===== src/core/grp_mon_pkg.sv =====
// Package for the serial slave group and error monitor.
// Assumes a frame front end that reports decoded frames and errors.
package grp_mon_pkg;
  // Register offsets of the group address pair
  localparam logic [15:0] GROUP_HI_OFS = 16'h0030;
  localparam logic [15:0] GROUP_LO_OFS = 16'h0031;
  // Group value meaning no group (-1 as a 32-bit pair)
  localparam logic [31:0] GROUP_NONE = 32'hffff_ffff;
  localparam logic [31:0] GROUP_MAX  = 32'h0000_001f;
  // Function code accepted in group reception
  localparam logic [7:0] FC_WRITE_MULTI = 8'h10;
  // Error codes; all but 85h are logged in the history, 85h is an alarm code only
  localparam logic [7:0] ERR_TRANSMIT  = 8'h84;
  localparam logic [7:0] ERR_TIMEOUT   = 8'h85;
  localparam logic [7:0] ERR_UNDEF_CMD = 8'h88;
  localparam logic [7:0] ERR_UI_BUSY   = 8'h89;
  localparam logic [7:0] ERR_NV_BUSY   = 8'h8a;
  localparam logic [7:0] ERR_RANGE     = 8'h8c;
  localparam logic [7:0] ERR_DISABLED  = 8'h8d;
  // Parameter limits and reset values
  localparam logic [15:0] TIMEOUT_MS_MAX  = 16'h2710;
  localparam logic [3:0]  ERR_CNT_MIN     = 4'h1;
  localparam logic [3:0]  ERR_CNT_MAX     = 4'ha;
  localparam logic [3:0]  ERR_CNT_RESET   = 4'h3;
  localparam logic [15:0] TIMEOUT_RESET   = 16'h0000;
  localparam logic [3:0]  BAUD_SEL_BAD    = 4'h8;
  // Timing: 1 ms at 10 MHz
  localparam int unsigned CLK_HZ      = 10000000;
  localparam int unsigned MS_UNIT     = 1000;
  localparam int unsigned MS_CYCLES   = CLK_HZ / MS_UNIT;
  localparam int          HIST_DEPTH  = 16;
  // Frame report from the link front end
  typedef struct packed {
    logic        valid;
    logic        crc_ok;
    logic [7:0]  addr;
    logic [7:0]  func;
  } frame_t;
  // Exception kinds from the command executor
  typedef enum logic [2:0] {
    EXC_NONE = 3'h0, EXC_UNDEF = 3'h1, EXC_UI = 3'h2,
    EXC_NV = 3'h3, EXC_RANGE = 3'h4, EXC_DIS = 3'h5
  } exc_t;
endpackage


===== src/core/grp_mon.sv =====
// Group address filter and communication error monitor of a motor driver.
// Assumes a frame front end on SYS_CLK and an asynchronous baud switch.
//
// Behaviour
// - Only parent responds to group query
// - Child executes queries to group address
// - Parent treats group query as unicast
// - Group register: -1 or 1 to 31
// - Group setting never saved, volatile
// - Group reception executes only function 10h
// - Errors logged in volatile readable history
// - Codes 84h, 88h, 89h
// - Codes 8Ah, 8Ch, 8Dh
// - Alarm: fault output off, stop, blink
// - Warning sets caution, clears with cause
// - Baud switch 8 to F is error
// - One transmit error warns, good frame clears
// - Consecutive errors reaching count raise alarm
// - Silence past timeout raises alarm 85h
// - Timeout 0 to 10000 ms, immediate
// - Error count 1 to 10, immediate
`timescale 1ns/1ps
`default_nettype none
module grp_mon (
  // Clock and reset
  input  wire logic                 SYS_CLK,
  input  wire logic                 RST,
  // Frame reports and executor results
  input  wire grp_mon_pkg::frame_t  FRAME,
  input  wire logic [7:0]           OWN_ADDR,
  input  wire grp_mon_pkg::exc_t    EXEC_EXC,
  // Register write/read port (unicast only)
  input  wire logic                 REG_WR,
  input  wire logic [15:0]          REG_ADDR,
  input  wire logic [15:0]          REG_WDATA,
  output logic [15:0]               REG_RDATA,
  output logic                      REG_ERR,
  // Parameters, immediate effect
  input  wire logic [15:0]          TIMEOUT_MS,
  input  wire logic [3:0]           ERR_ALARM_CNT,
  // History read
  input  wire logic [3:0]           HIST_IDX,
  output logic [7:0]                HIST_CODE,
  // Baud select switch pins
  input  wire logic [3:0]           BAUD_SELECT_SWITCH,
  // Frame decision
  output logic                      EXECUTE,
  output logic                      RESPOND,
  // Status outputs
  output logic                      FAULT_FREE_OUTPUT,
  output logic                      CAUTION_OUTPUT,
  output logic                      MOTOR_STOP,
  output logic                      ALARM_BLINK,
  output logic [7:0]                ALARM_CODE
);
  logic [31:0] group_q;
  logic [15:0] hi_stage_q;
  logic [3:0]  sw1_q, sw2_q, sw3_q, sw_q;
  logic [3:0]  run_q;
  logic [23:0] ms_q;
  logic [15:0] idle_ms_q;
  logic        warn_q, alarm_q;
  logic [7:0]  alarm_code_q;
  logic [7:0]  hist_q [grp_mon_pkg::HIST_DEPTH];
  logic [3:0]  hist_wp_q;
  logic        own_hit, grp_hit, good, bad, log_en, sw_bad;
  logic [7:0]  log_code;
  logic [3:0]  limit;
  logic [31:0] grp_new;

  // Address match; group membership only when not -1
  assign own_hit = FRAME.addr == OWN_ADDR;
  assign grp_hit = group_q != grp_mon_pkg::GROUP_NONE &&
                   FRAME.addr == group_q[7:0];
  assign good = FRAME.valid && FRAME.crc_ok;
  assign bad  = FRAME.valid && !FRAME.crc_ok;
  assign grp_new = {hi_stage_q, REG_WDATA};

  // Execute/respond decisions, registered
  always_ff @(posedge SYS_CLK) begin
    if (RST) begin
      EXECUTE <= 1'b0;
      RESPOND <= 1'b0;
    end else begin
      EXECUTE <= good && (own_hit || (grp_hit &&
                 FRAME.func == grp_mon_pkg::FC_WRITE_MULTI));
      RESPOND <= good && own_hit;
    end
  end

  // Group pair: high half staged, taken with low half; RAM only
  always_ff @(posedge SYS_CLK) begin
    if (RST) begin
      group_q    <= grp_mon_pkg::GROUP_NONE;
      hi_stage_q <= 16'h0000;
      REG_ERR    <= 1'b0;
    end else begin
      REG_ERR <= 1'b0;
      if (REG_WR && REG_ADDR == grp_mon_pkg::GROUP_HI_OFS)
        hi_stage_q <= REG_WDATA;
      if (REG_WR && REG_ADDR == grp_mon_pkg::GROUP_LO_OFS) begin
        if (grp_new == grp_mon_pkg::GROUP_NONE ||
            (grp_new >= 32'h1 && grp_new <= grp_mon_pkg::GROUP_MAX))
          group_q <= grp_new;
        else
          REG_ERR <= 1'b1;
      end
    end
  end

  // Read mux, reads show held group value
  always_ff @(posedge SYS_CLK) begin
    if (RST)
      REG_RDATA <= 16'h0000;
    else if (REG_ADDR == grp_mon_pkg::GROUP_HI_OFS)
      REG_RDATA <= group_q[31:16];
    else if (REG_ADDR == grp_mon_pkg::GROUP_LO_OFS)
      REG_RDATA <= group_q[15:0];
    else
      REG_RDATA <= 16'h0000;
  end

  // Switch synchroniser; change counts when stages two and three agree
  always_ff @(posedge SYS_CLK) begin
    if (RST) begin
      sw1_q <= 4'h0;
      sw2_q <= 4'h0;
      sw3_q <= 4'h0;
      sw_q  <= 4'h0;
    end else begin
      sw1_q <= BAUD_SELECT_SWITCH;
      sw2_q <= sw1_q;
      sw3_q <= sw2_q;
      if (sw2_q == sw3_q)
        sw_q <= sw3_q;
    end
  end
  assign sw_bad = sw_q >= grp_mon_pkg::BAUD_SEL_BAD;

  // Error code selection for the history
  always_comb begin
    log_en   = 1'b1;
    log_code = grp_mon_pkg::ERR_TRANSMIT;
    if (!bad) begin
      unique case (EXEC_EXC)
        grp_mon_pkg::EXC_UNDEF: log_code = grp_mon_pkg::ERR_UNDEF_CMD;
        grp_mon_pkg::EXC_UI:    log_code = grp_mon_pkg::ERR_UI_BUSY;
        grp_mon_pkg::EXC_NV:    log_code = grp_mon_pkg::ERR_NV_BUSY;
        grp_mon_pkg::EXC_RANGE: log_code = grp_mon_pkg::ERR_RANGE;
        grp_mon_pkg::EXC_DIS:   log_code = grp_mon_pkg::ERR_DISABLED;
        default:                log_en   = 1'b0;
      endcase
    end
  end

  // Volatile history ring, cleared only by reset
  always_ff @(posedge SYS_CLK) begin
    if (RST) begin
      hist_wp_q <= 4'h0;
      for (int i = 0; i < grp_mon_pkg::HIST_DEPTH; i++)
        hist_q[i] <= 8'h00;
    end else if (log_en) begin
      hist_q[hist_wp_q] <= log_code;
      hist_wp_q <= hist_wp_q + 4'h1;
    end
  end

  always_ff @(posedge SYS_CLK) begin
    if (RST)
      HIST_CODE <= 8'h00;
    else
      HIST_CODE <= hist_q[HIST_IDX];
  end

  // Clamp count to 1..10, read live each cycle
  always_comb begin
    limit = ERR_ALARM_CNT;
    if (limit < grp_mon_pkg::ERR_CNT_MIN)
      limit = grp_mon_pkg::ERR_CNT_MIN;
    if (limit > grp_mon_pkg::ERR_CNT_MAX)
      limit = grp_mon_pkg::ERR_CNT_MAX;
  end

  // Consecutive error run and warning
  always_ff @(posedge SYS_CLK) begin
    if (RST) begin
      run_q  <= 4'h0;
      warn_q <= 1'b0;
    end else if (bad) begin
      if (run_q != 4'hf)
        run_q <= run_q + 4'h1;
      warn_q <= 1'b1;
    end else if (good) begin
      run_q  <= 4'h0;
      warn_q <= 1'b0;
    end
  end

  // Millisecond tick and idle timer; zero timeout disables
  always_ff @(posedge SYS_CLK) begin
    if (RST || good) begin
      ms_q      <= 24'h0;
      idle_ms_q <= 16'h0;
    end else if (ms_q == 24'(grp_mon_pkg::MS_CYCLES - 1)) begin
      ms_q <= 24'h0;
      if (idle_ms_q != 16'hffff)
        idle_ms_q <= idle_ms_q + 16'h1;
    end else begin
      ms_q <= ms_q + 24'h1;
    end
  end

  // Alarm latch; held until reset, first cause recorded
  always_ff @(posedge SYS_CLK) begin
    if (RST) begin
      alarm_q      <= 1'b0;
      alarm_code_q <= 8'h00;
    end else if (!alarm_q) begin
      if (run_q >= limit) begin
        alarm_q      <= 1'b1;
        alarm_code_q <= grp_mon_pkg::ERR_TRANSMIT;
      end else if (TIMEOUT_MS != 16'h0 &&
                   TIMEOUT_MS <= grp_mon_pkg::TIMEOUT_MS_MAX &&
                   idle_ms_q >= TIMEOUT_MS) begin
        alarm_q      <= 1'b1;
        alarm_code_q <= grp_mon_pkg::ERR_TIMEOUT;
      end else if (sw_bad) begin
        alarm_q      <= 1'b1;
        alarm_code_q <= 8'h00;
      end
    end
  end

  // Fault, stop, blink and code outputs follow the alarm latch; reset holds fault-free low and stop high; caution follows the warning
  always_ff @(posedge SYS_CLK) begin
    if (RST) begin
      FAULT_FREE_OUTPUT <= 1'b0;
      MOTOR_STOP        <= 1'b1;
      ALARM_BLINK       <= 1'b0;
      CAUTION_OUTPUT    <= 1'b0;
      ALARM_CODE        <= 8'h00;
    end else begin
      FAULT_FREE_OUTPUT <= !alarm_q;
      MOTOR_STOP        <= alarm_q;
      ALARM_BLINK       <= alarm_q;
      CAUTION_OUTPUT    <= warn_q;
      ALARM_CODE        <= alarm_code_q;
    end
  end

  // Checks; history pointer is looked at one cycle late through $past
  a_child_silent: assert property (
    @(posedge SYS_CLK) disable iff (RST)
    good && !own_hit |=> !RESPOND)
    else $error("child responded");
  a_group_exec: assert property (
    @(posedge SYS_CLK) disable iff (RST)
    good && !own_hit && grp_hit &&
    FRAME.func == grp_mon_pkg::FC_WRITE_MULTI |=> EXECUTE)
    else $error("group query dropped");
  a_parent_exec: assert property (
    @(posedge SYS_CLK) disable iff (RST)
    good && own_hit |=> EXECUTE && RESPOND)
    else $error("own query not answered");
  a_group_func: assert property (
    @(posedge SYS_CLK) disable iff (RST)
    good && !own_hit && FRAME.func != grp_mon_pkg::FC_WRITE_MULTI
    |=> !EXECUTE)
    else $error("bad group function run");
  a_group_range: assert property (
    @(posedge SYS_CLK) disable iff (RST)
    group_q == grp_mon_pkg::GROUP_NONE ||
    (group_q >= 32'h1 && group_q <= grp_mon_pkg::GROUP_MAX))
    else $error("group out of range");
  a_hist_transmit: assert property (
    @(posedge SYS_CLK) disable iff (RST)
    bad |=> hist_q[$past(hist_wp_q)] == grp_mon_pkg::ERR_TRANSMIT &&
    hist_wp_q == $past(hist_wp_q) + 4'h1)
    else $error("transmit error not logged");
  a_hist_exec: assert property (
    @(posedge SYS_CLK) disable iff (RST)
    !bad && EXEC_EXC == grp_mon_pkg::EXC_DIS
    |=> hist_q[$past(hist_wp_q)] == grp_mon_pkg::ERR_DISABLED)
    else $error("exception not logged");
  a_warn_set: assert property (
    @(posedge SYS_CLK) disable iff (RST)
    bad |=> ##1 CAUTION_OUTPUT)
    else $error("no warning");
  a_warn_clear: assert property (
    @(posedge SYS_CLK) disable iff (RST)
    good |=> ##1 !CAUTION_OUTPUT)
    else $error("warning stuck");
  a_run_reset: assert property (
    @(posedge SYS_CLK) disable iff (RST)
    good |=> run_q == 4'h0)
    else $error("run not reset");
  a_alarm_outs: assert property (
    @(posedge SYS_CLK) disable iff (RST)
    $rose(alarm_q) |=> !FAULT_FREE_OUTPUT && MOTOR_STOP && ALARM_BLINK)
    else $error("alarm outputs split");
  a_run_alarm: assert property (
    @(posedge SYS_CLK) disable iff (RST)
    run_q >= limit |=> alarm_q)
    else $error("run alarm missed");
  a_switch_alarm: assert property (
    @(posedge SYS_CLK) disable iff (RST)
    sw_bad |=> alarm_q)
    else $error("switch error missed");
  a_idle_alarm: assert property (
    @(posedge SYS_CLK) disable iff (RST)
    TIMEOUT_MS != 16'h0000 && TIMEOUT_MS <= grp_mon_pkg::TIMEOUT_MS_MAX &&
    idle_ms_q >= TIMEOUT_MS |=> alarm_q)
    else $error("timeout alarm missed");
  a_limit_live: assert property (
    @(posedge SYS_CLK) disable iff (RST)
    ERR_ALARM_CNT >= grp_mon_pkg::ERR_CNT_MIN &&
    ERR_ALARM_CNT <= grp_mon_pkg::ERR_CNT_MAX |-> limit == ERR_ALARM_CNT)
    else $error("alarm count not applied");
endmodule
`default_nettype wire


===== config.mk =====
export PLATFORM = sky130hd
export DESIGN_NAME = grp_mon
export DESIGN_NICKNAME = d
export VERILOG_FILES = /design/src/core/grp_mon_pkg.sv /design/src/core/grp_mon.sv
export SDC_FILE = /design/constraint.sdc
export NUM_CORES = 1
export LEC_CHECK = 0
export ABC_CLOCK_PERIOD_IN_PS = 3200
export BUFFER_PORTS_ARGS = -buffer_cell sky130_fd_sc_hd__buf_2
export CORE_MARGIN = 2
export CORE_UTILIZATION = 58
export DETAILED_ROUTE_END_ITERATION = 7
export HOLD_SLACK_MARGIN = 0.03
export PLACE_DENSITY = 0.81
export SYNTH_ARGS = -nofsm -noshare
export SYNTH_HDL_FRONTEND = slang
export SYNTH_SLANG_ARGS = --single-unit

===== constraint.sdc =====
create_clock -name SYS_CLK -period 3.2 [get_ports SYS_CLK]
set_clock_uncertainty 0.15 [all_clocks]
set_input_delay 0.32 -clock SYS_CLK [delete_from_list [all_inputs] [get_ports SYS_CLK]]
set_output_delay 0.32 -clock SYS_CLK [all_outputs]
set_load 0.05 [all_outputs]

# Yosys cells after proc, flatten, opt, wreduce, memory -nomap -nowiden
# Memories as Yosys holds them, arrays and structs flattened. A register that Yosys moved wholly into a read port is not among the register bits.
# Cells that the tools add are included.
# totals
mem_bits_rw,80
in_bits,92
output_inout_bits,39
memories,1
register_bits,161
# memory_table
memory,words,word_bits,rd,rd_ports_with_merged_regs,wr,line,source
hist_q,16,5,1,1,16,grp_mon.sv:64,logic [7:0] hist_q [grp_mon_pkg::HIST_DEPTH];
# classes
n_addsub,4
n_lt_le_gt_ge,8
bitwise,2
n_mux,29
reduce_logical,27
eq_ne,17
# op_table
cell,n
"== test 16 x 6 -> 1 bit, second input constant",2
"== test 32 bit, second input constant",1
"greater-or-equal comparator 32 x 1 -> 1 bit, second input constant",1
"less-or-equal comparator 32 x 5 -> 1 bit, second input constant",1
2-to-1 mux 16 bit,2
"inequality test 32 bit, second input constant",1
2-to-1 mux 4 bit,7
"adder 24 x 1 -> 24 bit, second input constant",1
"== test 24 x 14 -> 1 bit, second input constant",1
2-to-1 mux 8 bit,3
one-hot mux 4 bit (5 select lines),1
"adder 16 x 1 -> 16 bit, second input constant",1
== test 8 bit,2
greater-or-equal comparator 16 bit,1
"less-or-equal comparator 16 x 14 -> 1 bit, second input constant",1
"inequality test 16 bit, second input constant",1
nonzero test 16 bit,1
2-to-1 mux 1 bit,15
logical AND 1 bit,11
OR reduction 5 bit,2
"adder 4 x 1 -> 4 bit, second input constant",2
"== test 8 x 5 -> 1 bit, second input constant",1
AND reduction 2 bit,4
"== test 3 x 2 -> 1 bit, second input constant",2
16 further kinds,22

# Longest topological paths before layout
# Gate-level depths: netlist of run 1.
# logic_depth
word_depth,9
depth_mapped,8
ltp_nobuf,8

# Worst setup path before layout of run 1
# No wires, ideal clock.
# synth_timing
path_type,input to register
start,input REG_ADDR[10]
end,register group_q[11]
required_time_ns,2.909
path_slack_ns,0.671
n_path_buf,1
cell_stages,6
setup_ns,0.141
arrival_ns,2.238
cell_sequence,or4_1 > or4_4 > or3_4 > a21oi_4 > buf_6 > o211ai_1
# synth_between
elab_chain_len,3
# synth_lines
element,line,source
"start, declared",grp_mon.sv:34,"input wire logic [15:0] REG_ADDR,"
== test 16 x 6 -> 1 bit,grp_mon.sv:101,if (REG_WR && REG_ADDR == grp_mon_pkg::GROUP_LO_OFS) begin
logical AND 1 bit,grp_mon.sv:101,
AND reduction 2 bit (no source line),--,
"end signal, assigned",grp_mon.sv:94,group_q <= grp_mon_pkg::GROUP_NONE;
"end signal, assigned",grp_mon.sv:104,group_q <= grp_new;
"end, declared",grp_mon.sv:56,logic [31:0] group_q;
# Every way passes these cells.
# A chain may end at the register's enable or synchronous reset.

# Final worst setup path of run 1
# layout_timing
start,input OWN_ADDR[2]
end,register RESPOND
# layout_between
elab_chain_len,2
# layout_lines
element,line,source
"start, declared",grp_mon.sv:30,"input wire logic [7:0] OWN_ADDR,"
== test 8 bit,grp_mon.sv:72,assign own_hit = FRAME.addr == OWN_ADDR;
logical AND 1 bit,grp_mon.sv:87,RESPOND <= good && own_hit;
"end signal, assigned",grp_mon.sv:87,
"end, declared",grp_mon.sv:48,"output logic RESPOND,"
# Every way passes these cells.

==> results of run 1 <==
## flip-flops by register name, summed over array words and instances, names as in the netlist, 5 cells and up
name / count
hist_q: 80
idle_ms_q: 16
HIST_CODE: 5
group_q: 32
REG_RDATA: 16
ms_q: 24
hi_stage_q: 16
## stage by stage
stage	std cells	power (mW)	setup slack (ns)
global route	1407	6.34	0.230
floorplan	1025	3.36	0.671
CTS	1405	6.16	0.410
global placement	1339	3.51	0.497
detailed placement	1339	3.52	0.422
finish	1407	6.13	0.382
## metal layers
layer / up-vias / GRT usage (%)
li1: 3891 / -
met1: 3832 / 33.3
met2: 285 / 43.2
met3: 45 / 3.93
met4: 0 / 8.74
met5: - / 0
## cells in the final DEF (no fill, tap or decap), types with 4 or more instances in the layout
cell	netlist	routed
a21oi_1	43	43
a22oi_1	17	17
and2_1	10	10
and3_1	6	6
and4_1	4	4
buf_2	1	122
buf_4	10	16
clkbuf_1	30	4
clkbuf_16	0	24
clkbuf_8	0	5
clkinv_2	0	4
conb_1	1	8
dfxtp_1	159	159
dlygate4sd3_1	0	25
edfxtp_1	64	64
ha_1	28	28
inv_1	78	78
mux2i_1	9	9
mux4_2	25	25
nand2_1	92	92
nand2b_1	5	5
nand3_1	26	26
nand4_1	30	30
nor2_1	140	140
nor2b_1	20	20
nor3_1	7	7
nor3b_1	6	6
nor4_1	22	22
o211ai_1	29	29
o21ai_0	26	26
o31ai_1	6	6
or3_1	11	11
or4_1	10	10
xnor2_1	32	32
xor2_1	11	11
## cells by family (layout without fill, tap and decap cells)
kind of cell | Yosys count | count (layout) | share of synthesized area (%)
multiplexers | 34 | 34 | 6.48
AO/OA/AOI/OAI | 156 | 156 | 10.4
buffers and inverters | 127 | 282 | 5.28
XOR/XNOR | 43 | 43 | 3.74
flip-flops | 223 | 223 | 50.7
AND/OR/NAND/NOR | 405 | 405 | 19.8
other | 1 | 10 | 0.0372
adder cells (fa/ha/maj) | 29 | 29 | 3.58
## final cells by class
cell class,count,area (sq um)
clock buffers,34,692
inverters,78,293
fillers,1264,5230
diodes,2,5.00
flip-flops and latches,223,5100
well taps,225,282
multi-input cells,675,4460
clock inverters,7,66.3
repair buffers,163,981
## path summary, 6_finish.rpt
| path | slack (ns) | cells past startpoint | from | endpoint |
|---|---|---|---|---|
| max reg2reg | 0.52 | 5 | ms_q[20] | idle_ms_q[13] |
| max | 0.38 | 8 | OWN_ADDR[2] | RESPOND |
| min | 0.08 | 4 | REG_WR | REG_ERR |
| min reg2reg | 0.28 | 1 | sw1_q[1] | sw2_q[1] |
## cells in the mapped netlist (28+ instances only)
cell and n:
xnor2_1 32, a21oi_1 43, nand2_1 92, o211ai_1 29, ha_1 28, inv_1 78, dfxtp_1 159, clkbuf_1 30
edfxtp_1 64, nor2_1 140, nand4_1 30
## what timing repair did
| item | 4_1_cts | 5_1_grt |
|---|---|---|
| endpoints found under the hold margin | 27 | 0 |
| hold buffers | 25 | 0 |
| gates resized for setup | 0 | 0 |
## critical path, cell delays in order
cell           delay (ns)
dlygate4sd3_1        0.53
buf_2                0.13
xnor2_1              0.13
dlygate4sd3_1        0.56
nand3_1              0.07
dlygate4sd3_1        0.57
nor4_1               0.24
dlygate4sd3_1        0.59
## power by group
group | internal (mW) | switching, mW | total, mW | leakage [nW]
logic | 0.193 | 0.289 | 0.482 | 2.51
clock network | 1.58 | 1.07 | 2.65 | 0.375
registers | 2.97 | 0.0316 | 3.01 | 1.95
total | 4.74 | 1.39 | 6.13 | 4.84
==> flow_metrics.env, run 1 <==
export IMPL_drc_errors=0
export IMPL_synth_edff_count=64
export IMPL_dp_hpwl_mm=15.6
export IMPL_yosysTopAreaCell="dfxtp_1"
export IMPL_antenna_left=0
export IMPL_synth_async_sr_flop_share_pct=0
export IMPL_ys_seq_area_share_pct=50.7
export IMPL_slew_viol_final=0
export IMPL_syn_to_final_growth_pct=18.0
export IMPL_drt_wl_total_mm=23.0
export IMPL_grt_overflow=0
export IMPL_period_minus_slack_ns=2.82
export IMPL_fin_util_pct=69.4
export IMPL_ys_ff_latch=223
export IMPL_drt_initial_drc_count=602
export IMPL_gp_congestion=0.888
export IMPL_grt_start_max_net_pins=49
export IMPL_crit_arrival_ns=3.12
export IMPL_yosysTopAreaCellShare_pct=31.6
export IMPL_nNetsFinal=1284
export IMPL_synth_area_leaders="dfxtp_1 (32%), edfxtp_1 (19%), mux4_2 (5.6%), nor2_1 (5.2%), ha_1 (3.5%)"
export IMPL_cap_violations=0
export IMPL_yosys_warnings=0
export IMPL_route_met2_wl_mm=11.3
export IMPL_outcome="complete, no violations"
export IMPL_die_h_microns=136
export IMPL_cts_tree="done"
export IMPL_initial_core_util_pct=58.9
export IMPL_syn_area_per_cell_sq_um=9.90
export IMPL_drt_pass1_iter_count=5
export IMPL_syn_instance_count=1018
export IMPL_grtUsageTotal_pct=25.4
export IMPL_path_max_fanout=2
export IMPL_cts_max_level=1
export IMPL_tightestPinTransition_ns=0.756
export IMPL_finalSetupViolCount=0
export IMPL_leakage_nw=4.84
export IMPL_post_cts_buffers=0
export IMPL_via_count=8053
export IMPL_max_freq_ghz=0.355
export IMPL_coreArea_sq_um=17100
export IMPL_yosys_cell_types_count=67
export IMPL_ctsRootBufferMaster="clkbuf_16"
export IMPL_placed_cell_area_sq_um=10900
export IMPL_dieArea_sq_um=18400
export IMPL_stdcell_area_sq_um=11900
export IMPL_highest_layer="met4"
export IMPL_syn_area_sq_um=10100
export IMPL_hold_ws_ns=0.0754
export IMPL_cp_required_ns=3.51
export IMPL_grt_pass1_vias=7946
export IMPL_fp_row_count=48
export IMPL_path_clk_slew_ns=0.07
export IMPL_ys_flop_type="dfxtp_1"
export IMPL_tns_ns=0
export IMPL_wire_per_inst_microns=16.4
export IMPL_cts_inserted_buffers=23
export IMPL_peakVddDrop_mv=0.403
export IMPL_cts_buffer_depth=3
export IMPL_hold_violations=0
export IMPL_end_kind="register"
export IMPL_met3_length_mm=1.56
export IMPL_antenna_found_initial=2
export IMPL_port_buffers=122
export IMPL_timing_final_crit_share_pct=88.1
export IMPL_wl_met1_mm=9.71
export IMPL_clk_latency_ns=0.51
export IMPL_grt_pass1_wl_mm=38.1
export IMPL_slew_headroom_pct=49.3
export IMPL_hold_path_class="in -> reg"
export IMPL_crit_type="in -> reg"
export IMPL_powerDensity_nw_per_um2=516
export IMPL_die_w_microns=136
export IMPL_rsz0062_at_grt="no"
export IMPL_drive_above_1_share_pct=18.2
export IMPL_pin_count=131
export IMPL_cts_sinks=223
export IMPL_vias_per_cell=5.72
export IMPL_start_kind="primary input"
No activity file was read; power rests on OpenSTA's default activity.
==> run 2: changes to the inputs <==
--- a/config.mk
+++ b/config.mk
@@ -11,7 +11,7 @@
 export CORE_UTILIZATION = 58
 export DETAILED_ROUTE_END_ITERATION = 7
 export HOLD_SLACK_MARGIN = 0.03
-export PLACE_DENSITY = 0.81
+export PLACE_DENSITY = 0.89
 export SYNTH_ARGS = -nofsm -noshare
 export SYNTH_HDL_FRONTEND = slang
 export SYNTH_SLANG_ARGS = --single-unit
==> flow_metrics.env, run 2 (synthesis results as in run 1) <==
export IMPL_largest_registers="hist_q: 80 flops, group_q: 32 flops, ms_q: 24 flops"
export IMPL_initial_core_util_pct=58.9
export IMPL_cap_violations=0
export IMPL_grt_pass1_vias=8151
export IMPL_slew_headroom_pct=11.1
export IMPL_drc_errors=0
export IMPL_top_register="hist_q"
export IMPL_dp_hpwl_mm=16.0
export IMPL_path_max_fanout=2
export IMPL_ctsRootBufferMaster="clkbuf_16"
export IMPL_peakVddDrop_mv=0.342
export IMPL_start_kind="primary input"
export IMPL_fp_row_count=48
export IMPL_grtUsageTotal_pct=26.8
export IMPL_crit_arrival_ns=3.23
export IMPL_crit_slowest_cell="dlygate4sd3_1"
export IMPL_wire_per_inst_microns=17.3
export IMPL_cts_sinks=223
export IMPL_dieArea_sq_um=18400
export IMPL_hold_violations=0
export IMPL_largest_reg_flops=80
export IMPL_die_h_microns=136
export IMPL_slowest_delay_ns=0.63
export IMPL_end_kind="register"
export IMPL_path_clk_slew_ns=0.06
export IMPL_leakage_nw=4.85
export IMPL_drt_pass1_iter_count=6
export IMPL_clk_latency_ns=0.51
export IMPL_coreArea_sq_um=17100
export IMPL_cts_tree="done"
export IMPL_rsz0062_at_grt="no"
export IMPL_drt_wl_total_mm=24.3
export IMPL_timing_final_crit_share_pct=91.5
export IMPL_antenna_found_initial=0
export IMPL_grt_overflow=0
export IMPL_multiInputGateArea_sq_um=4470
export IMPL_max_freq_ghz=0.341
export IMPL_via_count=8360
export IMPL_port_buffers=122
export IMPL_die_w_microns=136
export IMPL_cts_inserted_buffers=22
export IMPL_hold_path_class="in -> reg"
export IMPL_crit_top_cell="dlygate4sd3_1"
export IMPL_tns_ns=0
export IMPL_outcome="complete, no violations"
export IMPL_layout_commonest_cell="dfxtp_1"
export IMPL_finalSetupViolCount=0
export IMPL_cp_cell_sequence="dlygate4sd3_1 -> buf_2 -> xnor2_1 -> dlygate4sd3_1 -> nand3_1 -> dlygate4sd3_1 -> nor4_2 -> dlygate4sd3_1"
export IMPL_vias_per_cell=5.95
export IMPL_nFillCells=1169
export IMPL_antenna_left=0
export IMPL_cts_max_level=1
export IMPL_drt_initial_drc_count=816
export IMPL_pin_count=131
export IMPL_slew_viol_final=0
export IMPL_powerDensity_nw_per_um2=530
export IMPL_cp_required_ns=3.50
export IMPL_cts_buffer_depth=3
export IMPL_grt_start_max_net_pins=49
export IMPL_hold_ws_ns=0.0619
export IMPL_drive_above_1_share_pct=18.3
export IMPL_crit_type="in -> reg"
export IMPL_tightestPinTransition_ns=1.33
export IMPL_gp_congestion=0.875
export IMPL_grt_pass1_wl_mm=39.5
export IMPL_period_minus_slack_ns=2.93
export IMPL_syn_to_final_growth_pct=18.4
export IMPL_nNetsFinal=1282
export IMPL_most_common_layout_cells="dfxtp_1 (159), nor2_1 (140), buf_2 (122), nand2_1 (92), inv_1 (78)"
export IMPL_ff_latch_area_sq_um=5100
## run 2: power breakdown
group          switching, mW  internal, mW
Clock                   1.11          1.71
Sequential            0.0335          2.97
Combinational          0.300         0.193
## run 2: what timing repair did
action	CTS	global route
endpoints found under the setup margin	0	1
hold buffers	25	0
buffers inserted	0	0
gates resized for setup	0	1
hold endpoints to repair	28	0
## run 2: through the flow
step / util (%) / power [mW] / area, sq um / std cells / setup WS [ns]
after floorplan: - / 3.36 / 10100 / 1025 / 0.671
after global placement: 63.5 / 3.50 / 10900 / 1338 / 0.507
after detailed placement: 63.5 / 3.52 / 10900 / 1338 / 0.432
after CTS: 69.6 / 6.33 / 11900 / 1403 / 0.269
after global routing: 69.6 / 6.49 / 11900 / 1403 / 0.159
final: 69.7 / 6.33 / 11900 / 1404 / 0.271
## run 2: metal layers
layer | track usage, % | up-vias | part of all wire (%)
met2 | 46.0 | 463 | 49
met5 | 0 | - | 0
met4 | 11.1 | 0 | 3.7
met1 | 33.7 | 3919 | 39
li1 | - | 3896 | -
met3 | 4.45 | 82 | 8.0
## run 2: area by class of cell
type,instances,area share [%]
Antenna cell,1,0.0210
Clock inverter,14,1.52
Tap cell,225,2.36
Multi-Input combinational cell,675,37.5
Inverter,78,2.46
Clock buffer,26,5.18
Sequential cell,223,42.8
Timing Repair Buffer,162,8.16
## run 2: critical path, delay by kind of cell
| kind | cells | cell delay [ns] |
|---|---|---|
| xor gates and xnor gates | 1 | 0.14 |
| buffers and inverters | 5 | 2.43 |
| and+or+nand+nor | 2 | 0.34 |
## run 2: worst paths after layout
kind                       start             to  slack (ns)  depth (start not counted)
setup reg to reg        ms_q[20]  idle_ms_q[13]        0.47                          5
hold / removal    TIMEOUT_MS[14]        alarm_q        0.06                          3
hold reg to reg         sw1_q[3]       sw2_q[3]        0.29                          1
setup / recovery     OWN_ADDR[3]        RESPOND        0.27                          8
==> run 3: changes to the inputs <==
--- a/config.mk
+++ b/config.mk
@@ -5,10 +5,11 @@
 export SDC_FILE = /design/constraint.sdc
 export NUM_CORES = 1
 export LEC_CHECK = 0
-export ABC_CLOCK_PERIOD_IN_PS = 3200
+export ABC_CLOCK_PERIOD_IN_PS = 3600
 export BUFFER_PORTS_ARGS = -buffer_cell sky130_fd_sc_hd__buf_2
 export CORE_MARGIN = 2
 export CORE_UTILIZATION = 58
+export CTS_BUF_LIST = sky130_fd_sc_hd__clkbuf_16
 export DETAILED_ROUTE_END_ITERATION = 7
 export HOLD_SLACK_MARGIN = 0.03
 export PLACE_DENSITY = 0.89
==> constraint.sdc (replaced) <==
create_clock -name SYS_CLK -period 3.6 [get_ports SYS_CLK]
set_clock_uncertainty 0.15 [all_clocks]
set_input_delay 0.36 -clock SYS_CLK [delete_from_list [all_inputs] [get_ports SYS_CLK]]
set_output_delay 0.36 -clock SYS_CLK [all_outputs]
set_load 0.05 [all_outputs]
==> flow_metrics.env, run 3 (synthesis results as in run 1) <==
export IMPL_peakVddDrop_mv=0.314
export IMPL_tns_ns=0
export IMPL_fp_row_count=48
export IMPL_layout_commonest_cell="dfxtp_1"
export IMPL_finalSetupViolCount=0
export IMPL_grt_overflow=0
export IMPL_grtUsageTotal_pct=26.2
export IMPL_slew_headroom_pct=25.1
export IMPL_multiInputGateArea_sq_um=4460
export IMPL_path_max_fanout=18
export IMPL_gp_congestion=0.869
export IMPL_drt_initial_drc_count=745
export IMPL_rsz0062_at_grt="no"
export IMPL_start_kind="register"
export IMPL_cts_resized=0
export IMPL_max_freq_ghz=0.365
export IMPL_p_sw_mw=1.26
export IMPL_powerDensity_nw_per_um2=473
export IMPL_place_inst=1334
export IMPL_largest_reg_flops=80
export IMPL_die_h_microns=136
export IMPL_crit_arrival_ns=3.01
export IMPL_coreArea_sq_um=17100
export IMPL_die_w_microns=136
export IMPL_largest_registers="hist_q: 80 flops, group_q: 32 flops, ms_q: 24 flops"
export IMPL_grt_pass1_vias=8136
export IMPL_stdcell_count=1394
export IMPL_p_seq_share_pct=47.7
export IMPL_dieArea_sq_um=18400
export IMPL_drt_wl_total_mm=24.0
export IMPL_crit_type="reg -> reg"
export IMPL_path_clk_slew_ns=0.06
export IMPL_nNetsFinal=1273
export IMPL_via_count=8235
export IMPL_tightestPinTransition_ns=1.12
export IMPL_hold_path_class="in -> reg"
export IMPL_antenna_found_initial=0
export IMPL_cap_violations=0
export IMPL_p_int_mw=4.35
export IMPL_cts_sinks=223
export IMPL_ctsRootBufferMaster="clkbuf_16"
export IMPL_post_cts_buffers=0
export IMPL_drt_pass1_iter_count=6
export IMPL_leakage_nw=4.82
export IMPL_clock_power_share_pct=44.6
export IMPL_power_frac_comb_pct=7.7
export IMPL_grt_start_max_net_pins=49
export IMPL_hold_violations=0
export IMPL_cts_max_level=1
export IMPL_switching_share_pct=22.4
export IMPL_ff_latch_area_sq_um=5100
export IMPL_antenna_left=0
export IMPL_drive_above_1_share_pct=17.8
export IMPL_timing_final_crit_share_pct=76.1
export IMPL_nFillCells=1203
export IMPL_cts_buffer_depth=3
export IMPL_vias_per_cell=5.91
export IMPL_period_minus_slack_ns=2.74
export IMPL_port_buffers=122
export IMPL_most_common_layout_cells="dfxtp_1 (159), nor2_1 (140), buf_2 (122), nand2_1 (92), inv_1 (83)"
export IMPL_cts_tree="done"
export IMPL_cp_required_ns=3.87
export IMPL_antennaDiodeCount=0
export IMPL_initial_core_util_pct=58.9
export IMPL_drc_errors=0
export IMPL_power_total_mw=5.60
export IMPL_fin_ws_ns=0.860
export IMPL_pre_cts_slack_ns=0.581
export IMPL_grt_pass1_wl_mm=38.7
export IMPL_dp_hpwl_mm=16.0
export IMPL_cts_inserted_buffers=22
export IMPL_slew_viol_final=0
export IMPL_syn_to_final_growth_pct=17.5
export IMPL_outcome="complete, no violations"
export IMPL_pin_count=131
export IMPL_clk_latency_ns=0.52
export IMPL_wire_per_inst_microns=17.2
export IMPL_fin_util_pct=69.2
export IMPL_timing_reg2reg_setup_slack_ns=0.86
export IMPL_top_register="hist_q"
export IMPL_end_kind="register"
==> run 3: cell types whose count changed in the layout (fill, tap and decap cells not counted), sizes merged <==
| cell | before | now |
|---|---|---|
| clkinv | 7 | 4 |
| clkbuf | 26 | 25 |
| inv | 79 | 83 |
| buf | 137 | 133 |
| dlygate4sd3 | 25 | 20 |
| diode | 1 | 0 |
==> run 3: worst paths after layout <==
check	end	from	depth (start not counted)
worst max-delay path	idle_ms_q[13]	ms_q[20]	5
worst max register to register	idle_ms_q[13]	ms_q[20]	5
worst min-delay path	RESPOND	OWN_ADDR[2]	4
worst min register to register	sw2_q[3]	sw1_q[3]	1
==> run 3: area by class of cell <==
| cell class | count | area share (%) |
|---|---|---|
| Inverter | 78 | 2.47 |
| Tap cell | 225 | 2.38 |
| Clock inverter | 15 | 1.50 |
| Timing Repair Buffer | 153 | 7.55 |
| Sequential cell | 223 | 43.1 |
| Clock buffer | 25 | 5.28 |
| Multi-Input combinational cell | 675 | 37.7 |
==> run 3: power by group through the flow <==
stage	Combinational (mW)	Sequential, mW	Clock, mW
final	0.431	2.67	2.50
after global routing	0.466	2.68	2.61
after CTS	0.427	2.67	2.52
after detailed placement	0.406	2.73	0
after global placement	0.392	2.72	0
after floorplan	0.246	2.74	0
==> run 3: per-layer routing <==
metal  global-route usage (%)  share of wire [%]
met1                     33.1                 40
met2                     44.8                 48
met3                     4.26                7.9
met4                     11.3                3.9
met5                        0                  0
==> run 3: metrics by stage <==
stage	instance area [sq um]	hold WS [ns]
finish	11800	0.0525
global route	11800	0.0498
CTS	11800	0.0415
detailed placement	10800	0.270
global placement	10800	0.266
floorplan	10100	0.264
==> run 3: timing repair <==
item	4_1_cts	5_1_grt
hold buffers	20	0
hold endpoints to repair	23	0
setup endpoints to repair	0	0
==> run 3: critical path, cell delays in order, from the launching register on <==
cell	delay [ns]
dfxtp_1	0.34
or4_1	0.58
nand4b_1	0.32
a211o_1	0.54
or4_1	0.56
a21oi_1	0.16
